## config.mk

```make
export PLATFORM = sky130hd
export DESIGN_NAME = light_curtain_indicators
export DESIGN_NICKNAME = d
export VERILOG_FILES = /design/src/indicator_blink.sv /design/src/light_curtain_indicators.sv
export SDC_FILE = /design/constraint.sdc
export NUM_CORES = 1
export LEC_CHECK = 0
export BUFFER_PORTS_ARGS = -buffer_cell sky130_fd_sc_hd__buf_2
export CORE_UTILIZATION = 30
export CTS_BUF_LIST = sky130_fd_sc_hd__clkbuf_4 sky130_fd_sc_hd__clkbuf_8 sky130_fd_sc_hd__clkbuf_16
export DETAILED_ROUTE_END_ITERATION = 7
export SETUP_SLACK_MARGIN = 0.02
export SKIP_CTS_REPAIR_TIMING = 1
export SLEW_MARGIN = 10
export SYNTH_ARGS = -nofsm -noshare
export SYNTH_HDL_FRONTEND = slang
export SYNTH_HIERARCHICAL = 1
export SYNTH_SLANG_ARGS = --single-unit
```

## constraint.sdc

```tcl
create_clock -name i_clk_sys -period 2.7 [get_ports i_clk_sys]
set_input_delay 0.135 -clock i_clk_sys [delete_from_list [all_inputs] [get_ports i_clk_sys]]
set_output_delay 0.135 -clock i_clk_sys [all_outputs]
set_load 0.01 [all_outputs]
```

## src/indicator_blink.sv

```systemverilog
// Shared constants, carriers and the flash-phase generator for the indicator block.
// Assumes one free-running 125 MHz clock and an active-low asynchronous reset.

package indicator_pkg;

   // Clock period, flash half periods and beam dwell, every time in nanoseconds.
   localparam int unsigned CLK_PERIOD_NS = 8;
   localparam int unsigned SLOW_HALF_NS = 500_000_000;
   localparam int unsigned FAST_HALF_NS = 50_000_000;
   localparam int unsigned BEAM_DWELL_NS = 80;
   // Cycle counts derived from the times; all divide exactly at 8 ns.
   localparam int unsigned SLOW_HALF_CYC = SLOW_HALF_NS / CLK_PERIOD_NS;
   localparam int unsigned FAST_HALF_CYC = FAST_HALF_NS / CLK_PERIOD_NS;
   localparam int unsigned BEAM_DWELL_CYC = (BEAM_DWELL_NS + CLK_PERIOD_NS - 1) / CLK_PERIOD_NS;

   // Register byte addresses on the APB port.
   localparam int unsigned ADDR_W = 8;
   localparam logic [7:0] ADDR_CTRL = 8'h00;
   localparam logic [7:0] ADDR_STATUS = 8'h04;
   localparam logic [7:0] ADDR_IRQ_STAT = 8'h08;
   localparam logic [7:0] ADDR_IRQ_MASK = 8'h0C;
   localparam logic [7:0] ADDR_SCAN_CNT = 8'h10;

   // Control register fields and reset value.
   localparam int unsigned CTRL_W = 4;
   localparam int unsigned CTRL_SCAN_EN = 0;
   localparam int unsigned CTRL_CHAN2 = 1;
   localparam int unsigned CTRL_REDUCED = 2;
   localparam int unsigned CTRL_EXT_TEST = 3;
   localparam logic [3:0] CTRL_RESET = 4'h1;

   // Status register fields.
   localparam int unsigned STAT_W = 3;
   localparam int unsigned STAT_SYNC_OK = 0;
   localparam int unsigned STAT_FIELD_FREE = 1;
   localparam int unsigned STAT_OUTPUTS_ON = 2;

   // Interrupt status and mask fields, one bit per event.
   localparam int unsigned IRQ_W = 4;
   localparam int unsigned IRQ_SCAN_DONE = 0;
   localparam int unsigned IRQ_SYNC_LOST = 1;
   localparam int unsigned IRQ_FIELD_BREAK = 2;
   localparam int unsigned IRQ_ERROR = 3;
   localparam logic [3:0] IRQ_MASK_RESET = 4'h0;

   localparam int unsigned SCAN_CNT_W = 16;

   // One two-colour lamp.
   typedef struct packed {
      logic red;
      logic green;
   } bicolor_s;

   // Receiver-side state reported by the surrounding device logic.
   typedef struct packed {
      logic safety_switching_outputs_on;
      logic weak_signal;
      logic ext_error;
      logic int_error;
      logic interlock_en;
      logic interlock_released;
   } rx_state_s;

   typedef enum logic [0:0] {
      SCAN_IDLE = 1'b0,
      SCAN_RUN = 1'b1
   } scan_state_e;

endpackage : indicator_pkg

// Square-wave phase with equal high and low halves of HALF_CYC cycles each.
module blink_gen #(
   parameter int unsigned HALF_CYC = 4
) (
   // Clock and reset.
   input wire logic i_clk_sys,
   input wire logic i_rst_b,
   // Flash phase, high during the lit half.
   output logic o_phase
);
   localparam int unsigned CNT_W = $clog2(HALF_CYC + 1);

   logic [CNT_W-1:0] cnt_reg;
   logic [CNT_W-1:0] cnt_next;
   logic phase_reg;
   logic half_end;

   if (HALF_CYC < 1) begin : g_bad_half
      $error("blink_gen needs HALF_CYC of at least one");
   end

   // Wrap at the end of each half and flip the phase there.
   assign half_end = (cnt_reg == CNT_W'(HALF_CYC - 1));
   assign cnt_next = half_end ? '0 : cnt_reg + 1'b1;
   assign o_phase = phase_reg;

   // Counter and phase flip-flops.
   always_ff @(posedge i_clk_sys or negedge i_rst_b) begin
      if (!i_rst_b) begin
         cnt_reg <= '0;
         phase_reg <= 1'b0;
      end else begin
         cnt_reg <= cnt_next;
         phase_reg <= phase_reg ^ half_end;
      end
   end

endmodule : blink_gen

```

## src/light_curtain_indicators.sv

```systemverilog
// Indicator lamps of transmitter and receiver, beam scan engine and APB register file.
// Assumes device logic reports its state synchronously to i_clk_sys and that beam
// receive levels arrive already sampled on the same clock.

module light_curtain_indicators
   import indicator_pkg::*;
#(
   parameter int unsigned NUM_BEAMS = 16,
   parameter int unsigned BEAM_CYC = BEAM_DWELL_CYC,
   parameter int unsigned SLOW_CYC = SLOW_HALF_CYC,
   parameter int unsigned FAST_CYC = FAST_HALF_CYC
) (
   // Clock and reset.
   input wire logic i_clk_sys,
   input wire logic i_rst_b,
   // APB slave.
   input wire logic i_psel,
   input wire logic i_penable,
   input wire logic i_pwrite,
   input wire logic [ADDR_W-1:0] i_paddr,
   input wire logic [31:0] i_pwdata,
   output logic [31:0] o_prdata,
   output logic o_pready,
   output logic o_pslverr,
   // Device state.
   input wire logic i_tx_device_error,
   input wire rx_state_s i_rx_state,
   // Beam levels, bit 0 and the top bit are the coded sync beams.
   input wire logic [NUM_BEAMS-1:0] i_beam_clear,
   // Lamps.
   output bicolor_s o_tx_primary_indicator,
   output bicolor_s o_tx_secondary_indicator,
   output bicolor_s o_rx_primary_indicator,
   output logic o_rx_interlock_yellow,
   // Interrupt.
   output logic o_irq
);

   localparam int unsigned BEAM_IDX_W = $clog2(NUM_BEAMS);
   localparam int unsigned DWELL_W = $clog2(BEAM_CYC + 1);

   // Elaboration checks for parameters the logic cannot serve.
   if (NUM_BEAMS < 2) begin : g_bad_beams
      $error("light_curtain_indicators needs at least two beams");
   end
   if (BEAM_CYC < 1) begin : g_bad_dwell
      $error("light_curtain_indicators needs a beam dwell of one cycle or more");
   end
   if (FAST_CYC >= SLOW_CYC) begin : g_bad_rates
      $error("fast flash must be quicker than slow flash");
   end
   if (CTRL_W > 32 || IRQ_W > 32 || SCAN_CNT_W > 32) begin : g_bad_fields
      $error("register fields must fit the 32-bit data word");
   end

   // Register state.
   logic [CTRL_W-1:0] ctrl_reg;
   logic [IRQ_W-1:0] irq_stat_reg;
   logic [IRQ_W-1:0] irq_mask_reg;
   logic [SCAN_CNT_W-1:0] scan_cnt_reg;
   logic [31:0] prdata_reg;
   logic pslverr_reg;

   // Scan engine state.
   scan_state_e scan_state_reg;
   scan_state_e scan_state_next;
   logic [BEAM_IDX_W-1:0] beam_idx_reg;
   logic [DWELL_W-1:0] dwell_reg;
   logic all_clear_reg;
   logic sync_first_reg;
   logic sync_ok_reg;
   logic field_free_reg;

   // Lamp and edge-detect flip-flops.
   bicolor_s tx_pri_reg;
   bicolor_s tx_sec_reg;
   bicolor_s rx_pri_reg;
   logic yellow_reg;
   logic err_any_reg;
   bicolor_s tx_pri_next;
   bicolor_s tx_sec_next;
   bicolor_s rx_pri_next;
   logic yellow_next;

   // Flash phases.
   logic slow_phase;
   logic fast_phase;

   // Bus decode.
   logic setup_ph;
   logic wr_acc;
   logic hit_ctrl;
   logic hit_status;
   logic hit_irq_stat;
   logic hit_irq_mask;
   logic hit_scan_cnt;
   logic addr_hit;
   logic [31:0] rd_mux;
   logic [IRQ_W-1:0] w1c;
   logic [STAT_W-1:0] status_word;

   // Scan decode.
   logic dwell_end;
   logic last_beam;
   logic first_beam;
   logic beam_now;
   logic scan_end;
   logic sync_now;
   logic field_now;
   logic scan_en;
   logic chan2;
   logic reduced;
   logic ext_test;
   logic err_any;
   logic blocked;
   logic [IRQ_W-1:0] event_vec;

   // Both flash generators; 1 Hz and 10 Hz with equal halves.
   blink_gen #(.HALF_CYC(SLOW_CYC)) u_slow_blink (
      .i_clk_sys(i_clk_sys),
      .i_rst_b(i_rst_b),
      .o_phase(slow_phase)
   );
   blink_gen #(.HALF_CYC(FAST_CYC)) u_fast_blink (
      .i_clk_sys(i_clk_sys),
      .i_rst_b(i_rst_b),
      .o_phase(fast_phase)
   );

   // APB address decode; every access completes with no wait state.
   assign setup_ph = i_psel & ~i_penable;
   assign wr_acc = i_psel & i_penable & i_pwrite;
   assign hit_ctrl = (i_paddr == ADDR_CTRL);
   assign hit_status = (i_paddr == ADDR_STATUS);
   assign hit_irq_stat = (i_paddr == ADDR_IRQ_STAT);
   assign hit_irq_mask = (i_paddr == ADDR_IRQ_MASK);
   assign hit_scan_cnt = (i_paddr == ADDR_SCAN_CNT);
   assign addr_hit = hit_ctrl | hit_status | hit_irq_stat | hit_irq_mask | hit_scan_cnt;
   assign w1c = (wr_acc & hit_irq_stat) ? i_pwdata[IRQ_W-1:0] : '0;
   assign o_pready = 1'b1;
   assign o_pslverr = pslverr_reg & i_psel & i_penable;
   assign o_prdata = prdata_reg;

   // Status word built by field position, so the layout lives in one place.
   assign status_word[STAT_SYNC_OK] = sync_ok_reg;
   assign status_word[STAT_FIELD_FREE] = field_free_reg;
   // The output state is read live; it is not tied to a scan boundary.
   assign status_word[STAT_OUTPUTS_ON] = i_rx_state.safety_switching_outputs_on;

   // Read data selection; unused bits read as zero.
   assign rd_mux = hit_ctrl ? {{(32 - CTRL_W){1'b0}}, ctrl_reg} :
                   hit_status ? {{(32 - STAT_W){1'b0}}, status_word} :
                   hit_irq_stat ? {{(32 - IRQ_W){1'b0}}, irq_stat_reg} :
                   hit_irq_mask ? {{(32 - IRQ_W){1'b0}}, irq_mask_reg} :
                   hit_scan_cnt ? {{(32 - SCAN_CNT_W){1'b0}}, scan_cnt_reg} :
                   32'h0000_0000;

   // Read data and error flag are set up in the setup cycle so they stand in access.
   always_ff @(posedge i_clk_sys or negedge i_rst_b) begin
      if (!i_rst_b) begin
         prdata_reg <= 32'h0000_0000;
         pslverr_reg <= 1'b0;
      end else if (setup_ph) begin
         prdata_reg <= i_pwrite ? 32'h0000_0000 : rd_mux;
         pslverr_reg <= ~addr_hit;
      end
   end

   // Control and mask take effect at the access edge only.
   always_ff @(posedge i_clk_sys or negedge i_rst_b) begin
      if (!i_rst_b) begin
         ctrl_reg <= CTRL_RESET;
         irq_mask_reg <= IRQ_MASK_RESET;
      end else if (wr_acc) begin
         if (hit_ctrl) ctrl_reg <= i_pwdata[CTRL_W-1:0];
         if (hit_irq_mask) irq_mask_reg <= i_pwdata[IRQ_W-1:0];
      end
   end

   // Control fields unpacked once so the lamp and scan logic read named bits.
   assign scan_en = ctrl_reg[CTRL_SCAN_EN];
   assign chan2 = ctrl_reg[CTRL_CHAN2];
   assign reduced = ctrl_reg[CTRL_REDUCED];
   assign ext_test = ctrl_reg[CTRL_EXT_TEST];

   // Beam walk: each beam is held BEAM_CYC cycles, first to last.
   assign dwell_end = (dwell_reg == DWELL_W'(BEAM_CYC - 1));
   assign first_beam = (beam_idx_reg == '0);
   assign last_beam = (beam_idx_reg == BEAM_IDX_W'(NUM_BEAMS - 1));
   assign beam_now = i_beam_clear[beam_idx_reg];
   assign scan_end = (scan_state_reg == SCAN_RUN) & dwell_end & last_beam;
   // Either coded beam alone keeps the pair synchronised.
   assign sync_now = sync_first_reg | beam_now;
   // Without synchronisation there is no valid protective field.
   assign field_now = all_clear_reg & beam_now & sync_now;

   // Scan state transition.
   always_comb begin
      scan_state_next = scan_state_reg;
      unique case (scan_state_reg)
         SCAN_IDLE: begin
            if (scan_en) scan_state_next = SCAN_RUN;
         end
         SCAN_RUN: begin
            if (!scan_en && scan_end) scan_state_next = SCAN_IDLE;
         end
      endcase
   end

   // Beam index and dwell counters run only inside a scan.
   always_ff @(posedge i_clk_sys or negedge i_rst_b) begin
      if (!i_rst_b) begin
         scan_state_reg <= SCAN_IDLE;
         beam_idx_reg <= '0;
         dwell_reg <= '0;
      end else begin
         scan_state_reg <= scan_state_next;
         if (scan_state_reg != SCAN_RUN) begin
            beam_idx_reg <= '0;
            dwell_reg <= '0;
         end else if (dwell_end) begin
            dwell_reg <= '0;
            beam_idx_reg <= last_beam ? '0 : beam_idx_reg + 1'b1;
         end else begin
            dwell_reg <= dwell_reg + 1'b1;
         end
      end
   end

   // Per-scan accumulation; results update once per completed scan.
   always_ff @(posedge i_clk_sys or negedge i_rst_b) begin
      if (!i_rst_b) begin
         all_clear_reg <= 1'b1;
         sync_first_reg <= 1'b0;
         sync_ok_reg <= 1'b0;
         field_free_reg <= 1'b0;
         scan_cnt_reg <= '0;
      end else if ((scan_state_reg == SCAN_RUN) && dwell_end) begin
         if (last_beam) begin
            all_clear_reg <= 1'b1;
            sync_ok_reg <= sync_now;
            field_free_reg <= field_now;
            scan_cnt_reg <= scan_cnt_reg + 1'b1;
         end else begin
            all_clear_reg <= all_clear_reg & beam_now;
            if (first_beam) sync_first_reg <= beam_now;
         end
      end
   end

   // Events that feed the sticky interrupt status.
   assign err_any = i_tx_device_error | i_rx_state.int_error | i_rx_state.ext_error;
   assign event_vec[IRQ_SCAN_DONE] = scan_end;
   assign event_vec[IRQ_SYNC_LOST] = scan_end & sync_ok_reg & ~sync_now;
   assign event_vec[IRQ_FIELD_BREAK] = scan_end & field_free_reg & ~field_now;
   assign event_vec[IRQ_ERROR] = err_any & ~err_any_reg;

   // Previous error level for the edge detector; it resets low like its idle inputs.
   always_ff @(posedge i_clk_sys or negedge i_rst_b) begin
      if (!i_rst_b) err_any_reg <= 1'b0;
      else err_any_reg <= err_any;
   end

   // Sticky status bits; a new event wins over a write-one-to-clear in the same cycle.
   for (genvar gi = 0; gi < IRQ_W; gi++) begin : g_irq
      always_ff @(posedge i_clk_sys or negedge i_rst_b) begin
         if (!i_rst_b) irq_stat_reg[gi] <= 1'b0;
         else irq_stat_reg[gi] <= event_vec[gi] | (irq_stat_reg[gi] & ~w1c[gi]);
      end
   end

   assign o_irq = |(irq_stat_reg & irq_mask_reg);

   // Transmitter lamps; error first, then test, then range, then normal.
   always_comb begin
      tx_pri_next = '{red: 1'b0, green: 1'b1};
      tx_sec_next = '{red: 1'b0, green: chan2};
      if (i_tx_device_error) begin
         tx_pri_next = '{red: 1'b1, green: 1'b0};
         tx_sec_next = '{red: 1'b0, green: 1'b0};
      end else if (ext_test) begin
         tx_pri_next = '{red: 1'b0, green: 1'b1};
         tx_sec_next = '{red: slow_phase, green: 1'b0};
      end else if (reduced) begin
         tx_pri_next = '{red: 1'b0, green: slow_phase};
         tx_sec_next = '{red: 1'b0, green: chan2 & slow_phase};
      end
   end

   // Receiver primary lamp; internal error outranks external, then output state.
   always_comb begin
      if (i_rx_state.int_error) begin
         rx_pri_next = '{red: fast_phase, green: 1'b0};
      end else if (i_rx_state.ext_error) begin
         rx_pri_next = '{red: slow_phase, green: 1'b0};
      end else if (!i_rx_state.safety_switching_outputs_on) begin
         rx_pri_next = '{red: 1'b1, green: 1'b0};
      end else if (i_rx_state.weak_signal) begin
         rx_pri_next = '{red: 1'b0, green: slow_phase};
      end else begin
         rx_pri_next = '{red: 1'b0, green: 1'b1};
      end
   end

   // Yellow lamp lights only when blocked with a clear field, ready to unlock.
   assign blocked = i_rx_state.interlock_en & ~i_rx_state.interlock_released;
   assign yellow_next = blocked & field_free_reg;

   // Lamps leave through flip-flops so no decode glitch reaches a driver.
   always_ff @(posedge i_clk_sys or negedge i_rst_b) begin
      if (!i_rst_b) begin
         tx_pri_reg <= '0;
         tx_sec_reg <= '0;
         rx_pri_reg <= '0;
         yellow_reg <= 1'b0;
      end else begin
         tx_pri_reg <= tx_pri_next;
         tx_sec_reg <= tx_sec_next;
         rx_pri_reg <= rx_pri_next;
         yellow_reg <= yellow_next;
      end
   end

   assign o_tx_primary_indicator = tx_pri_reg;
   assign o_tx_secondary_indicator = tx_sec_reg;
   assign o_rx_primary_indicator = rx_pri_reg;
   assign o_rx_interlock_yellow = yellow_reg;

endmodule : light_curtain_indicators

```

Word-level counts from Yosys, hierarchy flattened
Index checks and enable logic that the tools add are counted.

word-level totals
  output and inout bits = 42
  bits of input ports = 68
  register bits = 133
  word-level logic and storage cells = 131

cells by class
  reductions and logical operators = 10
  add/sub/neg operators = 5
  bitwise operators = 48
  eq/ne operators = 9
  muxes and demuxes = 30
  $lt $le $gt $ge = 1

operators with widths
  cell                   count
  $mux 16                6
  $add 26x1->26 const B  1
  $eq 26x26->1 const B   1
  $mux 26                1
  $mux 4                 6
  $add 23x1->23 const B  1
  $eq 23x23->1 const B   1
  $mux 23                1
  $and 1x1->1            22
  $add 16x1->16 const B  1
  $eq 8x4->1 const B     2
  $mux 2                 6
  $not 1->1              12
  $or 1x1->1             11
  $add 4x1->4 const B    2
  $eq 4x4->1 const B     2
  $eq 8x3->1 const B     1
  $eq 8x5->1 const B     1
  $logic_not 8->1        1
  $mux 1                 8
  $reduce_and 2->1       3
  $lt 4x5->1 const B     1
  $and 4x4->4            1
  $bmux 1 s4             1
  other kinds (8)        10

Longest topological paths before layout
Gate-level depths: netlist of the first run.

  depth in word-level cells = 7
  mapped depth = 7
  gate-level depth less buffers = 6

Hierarchy
Netlist of the first run, hierarchy kept.

by module, submodules not included
  module                    area an instance (µm²)  instances  seq. area each (µm²)  cells each
  light_curtain_indicators  3264.4                  1          1654.1                289
  blink_gen (u_slow_blink)  1455.1                  1          675.6                 138
  blink_gen (u_fast_blink)  1192.4                  1          600.6                 119

Least setup slack after synthesis of the first run
OpenSTA, ideal clock, no wires.

  kind = reg-to-reg
  start point = register u_slow_blink.cnt_reg[10]
  end point = register u_slow_blink.cnt_reg[23]
  data arrival time = 1.872 ns
  data required time = 2.627 ns
  path buffers = 1
  setup time = 0.073 ns
  clock period less this slack = 1.945 ns
  stages on the path, launching flop included = 6
  path slack = 0.755 ns
  cell sequence = dfrtp_1 > nand3_4 > or4_4 > buf_6 > or4_4 > a21oi_2

between the ends
  longest elaborated chain between the ends = 2
  elaborated cells on any way between the ends = 3
  classes of those cells = add/sub (1); eq/ne (1); mux (1)

RTL lines
  what                                                  line                                          text
  start: declaration                                    indicator_blink.sv:83                         logic [CNT_W-1:0] cnt_reg;
  start signal: assignment                              indicator_blink.sv:103                        cnt_reg <= cnt_next;
  $add 26x1->26 / $eq 26x26->1 (equally long branches)  indicator_blink.sv:94, indicator_blink.sv:93
  $mux 26 (*)                                           indicator_blink.sv:94                         assign cnt_next = half_end ? '0 : cnt_reg + 1'b1;
  named net u_slow_blink.cnt_next[23]                   indicator_blink.sv:84                         logic [CNT_W-1:0] cnt_next;

The timed path passes the listed nets; every way through them passes the cells marked *.
A chain may end at the register's enable or synchronous reset.

Worst setup path after layout of the first run
  start point = register beam_idx_reg[0]
  end point = register scan_cnt_reg[6]

between the ends
  longest elaborated chain between the ends = 2

RTL lines
  what                               line                             text
  start: declaration                 light_curtain_indicators.sv:67   logic [BEAM_IDX_W-1:0] beam_idx_reg;
  start signal: assignment           light_curtain_indicators.sv:223  beam_idx_reg <= last_beam ? '0 : beam_idx_reg + 1'b1;
  $eq 4x4->1                         light_curtain_indicators.sv:189  assign last_beam = (beam_idx_reg == BEAM_IDX_W'(NUM_BEAMS - 1));
  $reduce_and 2->1 (no source line)  --
  end signal: assignment             light_curtain_indicators.sv:243  scan_cnt_reg <= scan_cnt_reg + 1'b1;
  end: declaration                   light_curtain_indicators.sv:60   logic [SCAN_CNT_W-1:0] scan_cnt_reg;

Every way passes these cells.

==> results_dict.tcl, run 1 <==
set metrics [dict create \
    status "finished clean" \
    wl_per_cell_um 13.9 \
    timing.slew.headroom 0.483 \
    cts_tree "yes" \
    syn2layout_area_growth_pct 19.8 \
    fin_crit_ps 2060 \
    hold_path_class "in2reg" \
    crit_type "reg2reg" \
    core_area_um2 19000 \
    ys_seq_area_frac 0.496 \
    path_cells "ha_1 -> nand3_1 -> nor2_1 -> nand4_1 -> xnor2_1" \
    clk_latency_ps 410 \
    tightest_slew_ps 776 \
    syn-cell-area_um2 5910 \
    cts_max_level 4 \
    drive_gt1_frac 0.226 \
    power_density_nw_per_um2 592 \
    fin_nets 695 \
    fmax_ghz 0.485 \
    start_util 0.311 \
    yosys_most_used_dff "dfrtp_1" \
    grt_usage 0.131 \
    dp.cells 853 \
    cp_num_buf_inv 0 \
    finalSetupTns_ps 0 \
    fin_crit_sh 0.764 \
    final_area_um2 7080 \
    ys_types 58 \
    grt_setup_unrepaired "false" \
    fin_hold_ws_ps 50.3 \
    cts-buffers-inserted 17 \
    ir_worst_vdd_mv 0.514 \
    drtIter0Drc 192 \
    grtUsageMet3 0.0299 \
    crit_arrival_ps 2360 \
    grt.busiest_layer "met2" \
    fp-row-count 50 \
    finalWirelength_um 12400 \
    max_stage_delay_ps 550 \
    clkTransAtPathRegs_ps 60 \
    timing.max_cap.violations 0 \
    slowest_stage "nor2_1" \
    clock_path_buffers 2 \
    grt_antenna_before_repair 0 \
    largest_reg_flops 26 \
    grtUsageMet2 0.209 \
    cp-start-kind "register" \
    drc 0 \
    worstSetupEndpointType "register" \
    final-max-slew-violation-count 0 \
    postSynth.asyncResetShare 1.00 \
    nFillCells 1904 \
    cts_sinks 117 \
    synth_edf_count 0 \
    p_leak_nw 3.20 \
    netlist_instances 546 \
    required_ps 3000 \
    die_h_um 142 \
    hold_violations 0 \
    hpwl_um 8750 \
    grt_pass1_vias 4224 \
    ios 110 \
    vias_per_cell 4.81 \
    ant_nets 0 \
    port_buffers 64 \
    num_antenna_cells 0 \
    firstDrtPassIters 4 \
    yosysWarningCount 6 \
    gr-total-overflow 0 \
    grt_pass1_wl_um 20800 \
    finalClockSkew_ps 7.56 \
    design.die.area_um2 20300 \
    path_delay_family "simple AND/OR/NAND/NOR gates" \
    vias 4294 \
    avgSynthCellArea_um2 10.8 \
    gp_congestion 0.792 \
    met1_usage 0.170 \
    grt_max_degree 50 \
    layout.cells.non_filler 893 \
    setup_viol 0 \
    die_w_um 142 \
    cp_max_fo 9 \
    cts_root_buf "clkbuf_16" \
    placed_area_um2 6420 \
    ys_ff_latch 117 \
]
[cell usage in the layout (no fill, tap or decap), drive strengths merged, types with 13 or more instances in the layout]
cell type	Yosys	final
nand3	29	29
inv	11	21
nor2	32	32
a21oi	16	16
clkbuf	12	17
mux2	16	16
nor4	13	13
nand2	43	43
a22o	13	13
xor2	17	17
and3	15	15
conb	2	17
o21ai	14	14
xnor2	35	35
dfrtp	115	115
nand4	26	26
buf	25	69
[synthesized netlist by cell type (all sizes together) (11+ instances only)]
cell type | number | area share
dfrtp | 115 | 0.49
nand2 | 43 | 0.027
xnor2 | 35 | 0.052
nor2 | 32 | 0.020
nand3 | 29 | 0.029
nand4 | 26 | 0.031
buf | 25 | 0.033
xor2 | 17 | 0.025
a21oi | 16 | 0.015
mux2 | 16 | 0.030
and3 | 15 | 0.017
o21ai | 14 | 0.012
a22o | 13 | 0.019
nor4 | 13 | 0.020
clkbuf | 12 | 0.0093
nor3 | 12 | 0.010
inv | 11 | 0.0070
[cell type report]
type	instances	area (um^2)	area share
multi-input combinational	396	2750	0.388
clock buffer	17	425	0.0601
inverter	11	41.3	0.00583
clock inverter	15	159	0.0224
timing repair buffer	77	453	0.0639
sequential	117	2930	0.414
tap	260	325	0.0459
[through the flow]
| step | setup slack [ps] | util | total power [mW] |
|---|---|---|---|
| after global placement | 662 | 0.338 | 2.00 |
| after detailed placement | 658 | 0.338 | 2.01 |
| after floorplan | 755 | - | 1.92 |
| after CTS | 645 | 0.368 | 4.26 |
| after global routing | 457 | 0.372 | 4.36 |
| final | 638 | 0.372 | 4.19 |
[final timing paths]
path                                       from                      end  slack [ps]  cells after the start
max                             beam_idx_reg[0]          scan_cnt_reg[6]         640                      5
max in group asynchronous               i_rst_b              ctrl_reg[0]        1600                      3
min reg2reg                u_fast_blink/o_phase     u_fast_blink/o_phase         470                      1
min                                 i_pwdata[1]          irq_mask_reg[1]          50                      2
min in group asynchronous               i_rst_b  u_slow_blink/cnt_reg[1]         290                      2
max reg2reg                     beam_idx_reg[0]          scan_cnt_reg[6]         640                      5
[per-layer routing]
metal | up-vias | wire length, um
met3 | 11 | 403
met4 | 0 | 181
met2 | 74 | 5810
met1 | 2093 | 5990
met5 | - | 0
li1 | 2116 | -
[report_power, final]
part           switching, mW  leakage (nW)  internal [mW]
logic                  0.110          1.35         0.0730
clock network          0.908         0.280           1.31
registers             0.0204          1.57           1.77
[cells by family (layout without fill, tap and decap cells)]
kind of cell	count (synthesis)	count (layout)	synth area share
AND/OR/NAND/NOR	222	222	0.224
flip-flops	117	117	0.496
AO/OA/AOI/OAI	75	75	0.0878
XOR/XNOR	52	52	0.0770
buffers and inverters	48	120	0.0489
multiplexers	23	23	0.0508
adder cells (fa/ha/maj)	7	7	0.0148
other	2	17	0.00127
No activity file was read; power rests on OpenSTA's default activity.
==> run 2, diff against run 1 <==
- clock period: 2.7 -> 1.7 ns (I/O delays scaled with it)
==> run 2 against run 1 <==
Against the previous run: the flow now finishes with violations (setup timing); sequential share of layout area down 4.1 points; sequential power is 58% higher; register-to-register slack lost 720 ps; clock skew grew 1.9 ps; clock-buffer cell count increased by 3; final area is 11% higher; die area unchanged; routed wire length increased by 9.3%; cell count grew 8.5%; largest cell class unchanged; largest power group unchanged; highest routed layer unchanged.
==> results_dict.tcl, run 2 (synthesis gave the netlist of run 1 again) <==
set metrics [dict create \
    gp_congestion 0.805 \
    hpwl_um 9580 \
    cts_sinks 117 \
    worst_slack_ps -83.8 \
    design.die.area_um2 20300 \
    grt_setup_unrepaired "true" \
    core_area_um2 19000 \
    num_antenna_cells 0 \
    fin_hold_ws_ps 131 \
    final_common_cell "dfrtp_1" \
    violations "setup timing" \
    fmax_ghz 0.561 \
    layout.cells.non_filler 969 \
    vias 4597 \
    p_leak_nw 3.63 \
    die_h_um 142 \
    dp.cells 923 \
    firstDrtPassIters 4 \
    clkTransAtPathRegs_ps 60 \
    hold_path_class "in2reg" \
    syn2layout_area_growth_pct 33.4 \
    grt_usage 0.143 \
    crit_type "reg2reg" \
    start_util 0.311 \
    placed_area_um2 7010 \
    cts_max_level 4 \
    setup_viol 5 \
    ios 110 \
    cts_tree "yes" \
    hold_violations 0 \
    clock_path_buffers 2 \
    nFillCells 1863 \
    wl_per_cell_um 14.0 \
    final-max-slew-violation-count 0 \
    port_buffers 64 \
    fin_crit_ps 1780 \
    grt_pass1_wl_um 22800 \
    fin_nets 771 \
    final_cell_mix "107 x dfrtp_1, 75 x buf_4, 63 x buf_2" \
    largest_reg_flops 26 \
    final_util 0.415 \
    fin_crit_sh 1.05 \
    finalWirelength_um 13500 \
    timing.max_cap.violations 0 \
    gr-total-overflow 0 \
    total_power_mw 6.70 \
    crit_arrival_ps 2130 \
    die_w_um 142 \
    grt_antenna_before_repair 0 \
    status "complete, but fails checks" \
    drtIter0Drc 150 \
    power_density_nw_per_um2 850 \
    cp-start-kind "register" \
    required_ps 2040 \
    drive_gt1_frac 0.357 \
    ir_worst_vdd_mv 0.571 \
    grt_max_degree 63 \
    cp_max_fo 8 \
    vias_per_cell 4.74 \
    finalClockSkew_ps 9.48 \
    worstSetupEndpointType "register" \
    clk_latency_ps 420 \
    cts_root_buf "clkbuf_16" \
    fp-row-count 50 \
    ant_nets 0 \
    grt_pass1_vias 4589 \
    final_area_um2 7890 \
    drc 0 \
    cts-buffers-inserted 17 \
]
-- run 2: path summary, 6_finish.rpt --
kind,from,cells past startpoint,end,slack [ps]
max,u_slow_blink/cnt_reg[9],4,u_slow_blink/cnt_reg[25],-80
min,i_paddr[3],3,irq_stat_reg[0],130
max reg2reg,u_slow_blink/cnt_reg[9],4,u_slow_blink/cnt_reg[25],-80
min reg2reg,u_fast_blink/o_phase,1,u_fast_blink/o_phase,460
max in group asynchronous,i_rst_b,3,ctrl_reg[0],1130
min in group asynchronous,i_rst_b,3,u_fast_blink/cnt_reg[17],220
-- run 2: power by group --
part	leakage (nW)	internal (mW)	switching, mW
clock	0.287	2.22	1.28
sequential	1.56	2.82	0.0158
combinational	1.79	0.158	0.207
-- run 2: cell type report --
type	count	area [um^2]	share of cell area
tap	260	325	0.0413
clock inverter	12	130	0.0165
clock buffer	20	454	0.0576
timing repair buffer	153	1070	0.135
sequential	117	2940	0.373
multi-input combinational	396	2930	0.371
inverter	11	41.3	0.00524
-- run 2: stage by stage --
stage          setup TNS [ps]  setup WS (ps)
6_report                 -207          -83.8
5_1_grt                 -1130           -139
4_1_cts                 -1280           -138
3_5_place_dp            -1010           -113
3_3_place_gp             -653           -107
2_1_floorplan            -299           -160
-- run 2: metal layers --
metal	share of wire	global-route usage	wire length (um)
met1	0.46	0.187	6240
met2	0.49	0.227	6650
met3	0.035	0.0326	477
met4	0.013	0.0611	182
met5	0	0	0
-- run 2: critical path, stage by stage, from the launching register on --
cell	delay (ps)
dfrtp_2	420
nand3_4	80
or4_4	570
or4_4	500
a21oi_2	130
==> run 3, diff against run 2 <==
- clock period: 1.7 -> 2.25 ns (I/O delays scaled with it)
==> run 3 against run 2 <==
Against the previous run: highest routed layer unchanged; die area stayed put; critical endpoint is now u_slow_blink/cnt_reg[21]; sequential power down 24%; final area shrank 8.5%; the run now ends clean; setup slack better by 310 ps.
==> results_dict.tcl, run 3 (synthesis gave the netlist of run 1 again) <==
set metrics [dict create \
    cp_max_fo 12 \
    power_frac_seq 0.417 \
    rrSetupSlack_ps 230 \
    r2r_cells 4 \
    grt_setup_unrepaired "false" \
    num_antenna_cells 0 \
    core_area_um2 19000 \
    clkTransAtPathRegs_ps 60 \
    largest_reg_flops 26 \
    p_int_mw 3.99 \
    p_sw_mw 1.17 \
    timing.max_cap.violations 0 \
    firstDrtPassIters 4 \
    drtIter0Drc 230 \
    ir_worst_vdd_mv 0.467 \
    timing.slew.headroom 0.610 \
    die_h_um 142 \
    required_ps 2590 \
    setup_viol 0 \
    multi_input_area_um2 2750 \
    p_comb_frac 0.043 \
    finalClockSkew_ps 6.63 \
    grt_pass1_vias 4337 \
    drive_gt1_frac 0.241 \
    hold_violations 0 \
    ios 110 \
    grt_antenna_before_repair 1 \
    final-max-slew-violation-count 0 \
    worstReg2RegStart "u_slow_blink/cnt_reg[9]" \
    p_leak_nw 3.26 \
    clock_path_buffers 2 \
    path_cells "nand3_4 -> or4_4 -> or4_1 -> a21oi_1" \
    crit_arrival_ps 2370 \
    total_power_mw 5.16 \
    nFillCells 1907 \
    cts_sinks 117 \
    finalWirelength_um 12700 \
    cts_tree "yes" \
    cts_max_level 4 \
    ant_nets 0 \
    pwr-share-clk 0.540 \
    status "finished clean" \
    syn2layout_area_growth_pct 22.0 \
    seqCellArea_um2 2930 \
    grt_pass1_wl_um 21900 \
    gr-total-overflow 0 \
    cts-buffers-inserted 17 \
    hpwl_um 9170 \
    final_common_cell "dfrtp_1" \
    clk_latency_ps 410 \
    hold_path_class "in2reg" \
    grt_usage 0.138 \
    holdPathEnd "irq_mask_reg[1]" \
    min_path_cells 2 \
    hp-start "i_pwdata[1]" \
    cp-start-kind "register" \
    fin_crit_ps 2020 \
    wl_per_cell_um 14.1 \
    start_util 0.311 \
    gp_congestion 0.791 \
    final_cell_mix "115 x dfrtp_1, 63 x buf_2, 43 x nand2_1" \
    grt_max_degree 59 \
    drc 0 \
    swShare 0.227 \
    cts_root_buf "clkbuf_16" \
    power_density_nw_per_um2 716 \
    finalSetupTns_ps 0 \
    crit_type "reg2reg" \
    port_buffers 64 \
    fmax_ghz 0.494 \
    fp-row-count 50 \
    vias 4409 \
    slowest_stage "or4_4" \
    startpoint "u_slow_blink/cnt_reg[9]" \
    die_w_um 142 \
    rr_endpoint "u_slow_blink/cnt_reg[21]" \
    fin_nets 708 \
    fin_crit_sh 0.900 \
    design.die.area_um2 20300 \
    tightest_slew_ps 580 \
    worstSetupEndpointType "register" \
    vias_per_cell 4.87 \
    max_stage_delay_ps 640 \
]
-- run 3: worst max-delay path by stage --
stage                          endpoint  slack [ps]  cells past startpoint
2_1_floorplan  u_slow_blink/cnt_reg[23]         300                      5
3_3_place_gp   u_slow_blink/cnt_reg[25]         260                      4
3_5_place_dp   u_slow_blink/cnt_reg[21]         230                      4
4_1_cts        u_slow_blink/cnt_reg[21]         210                      4
5_1_grt        u_slow_blink/cnt_reg[21]          60                      4
6_report       u_slow_blink/cnt_reg[21]         230                      4
-- run 3: power by group through the flow --
stage,combinational (mW),clock [mW],sequential [mW]
after detailed placement,0.218,0,2.19
after CTS,0.218,2.87,2.15
after global placement,0.215,0,2.19
after floorplan,0.120,0,2.19
final,0.222,2.79,2.15
after global routing,0.254,2.98,2.16
-- run 3: layout make-up --
type                       instances  area share
sequential                       117       0.406
multi-input combinational        396       0.381
timing repair buffer              90      0.0763
clock buffer                      18      0.0609
tap                              260      0.0451
clock inverter                    14      0.0248
inverter                          11     0.00572
-- run 3: metrics by stage --
step / util / cells / setup slack [ps] / hold WS [ps] / instance area [um^2]
floorplan: - / 561 / 305 / -183 / 5970
global placement: 0.343 / 866 / 257 / 34.1 / 6520
detailed placement: 0.343 / 866 / 228 / 38.0 / 6520
CTS: 0.375 / 898 / 206 / -410 / 7130
global route: 0.379 / 906 / 63.9 / 11.2 / 7210
finish: 0.379 / 906 / 225 / 21.1 / 7210
-- run 3: worst max-delay path, delay by kind of cell, from the launching register on --
kind	cells	cell delay, ps
flip-flops	1	500
AND/OR/NAND/NOR	3	1300
AO/OA/AOI/OAI	1	150
-- run 3: metal layers --
layer | routed length, um | vias to the layer above | track usage
met5 | 0 | - | 0
met4 | 231 | 0 | 0.0577
met3 | 433 | 15 | 0.0353
met2 | 5850 | 85 | 0.207
met1 | 6230 | 2178 | 0.187
li1 | - | 2131 | -
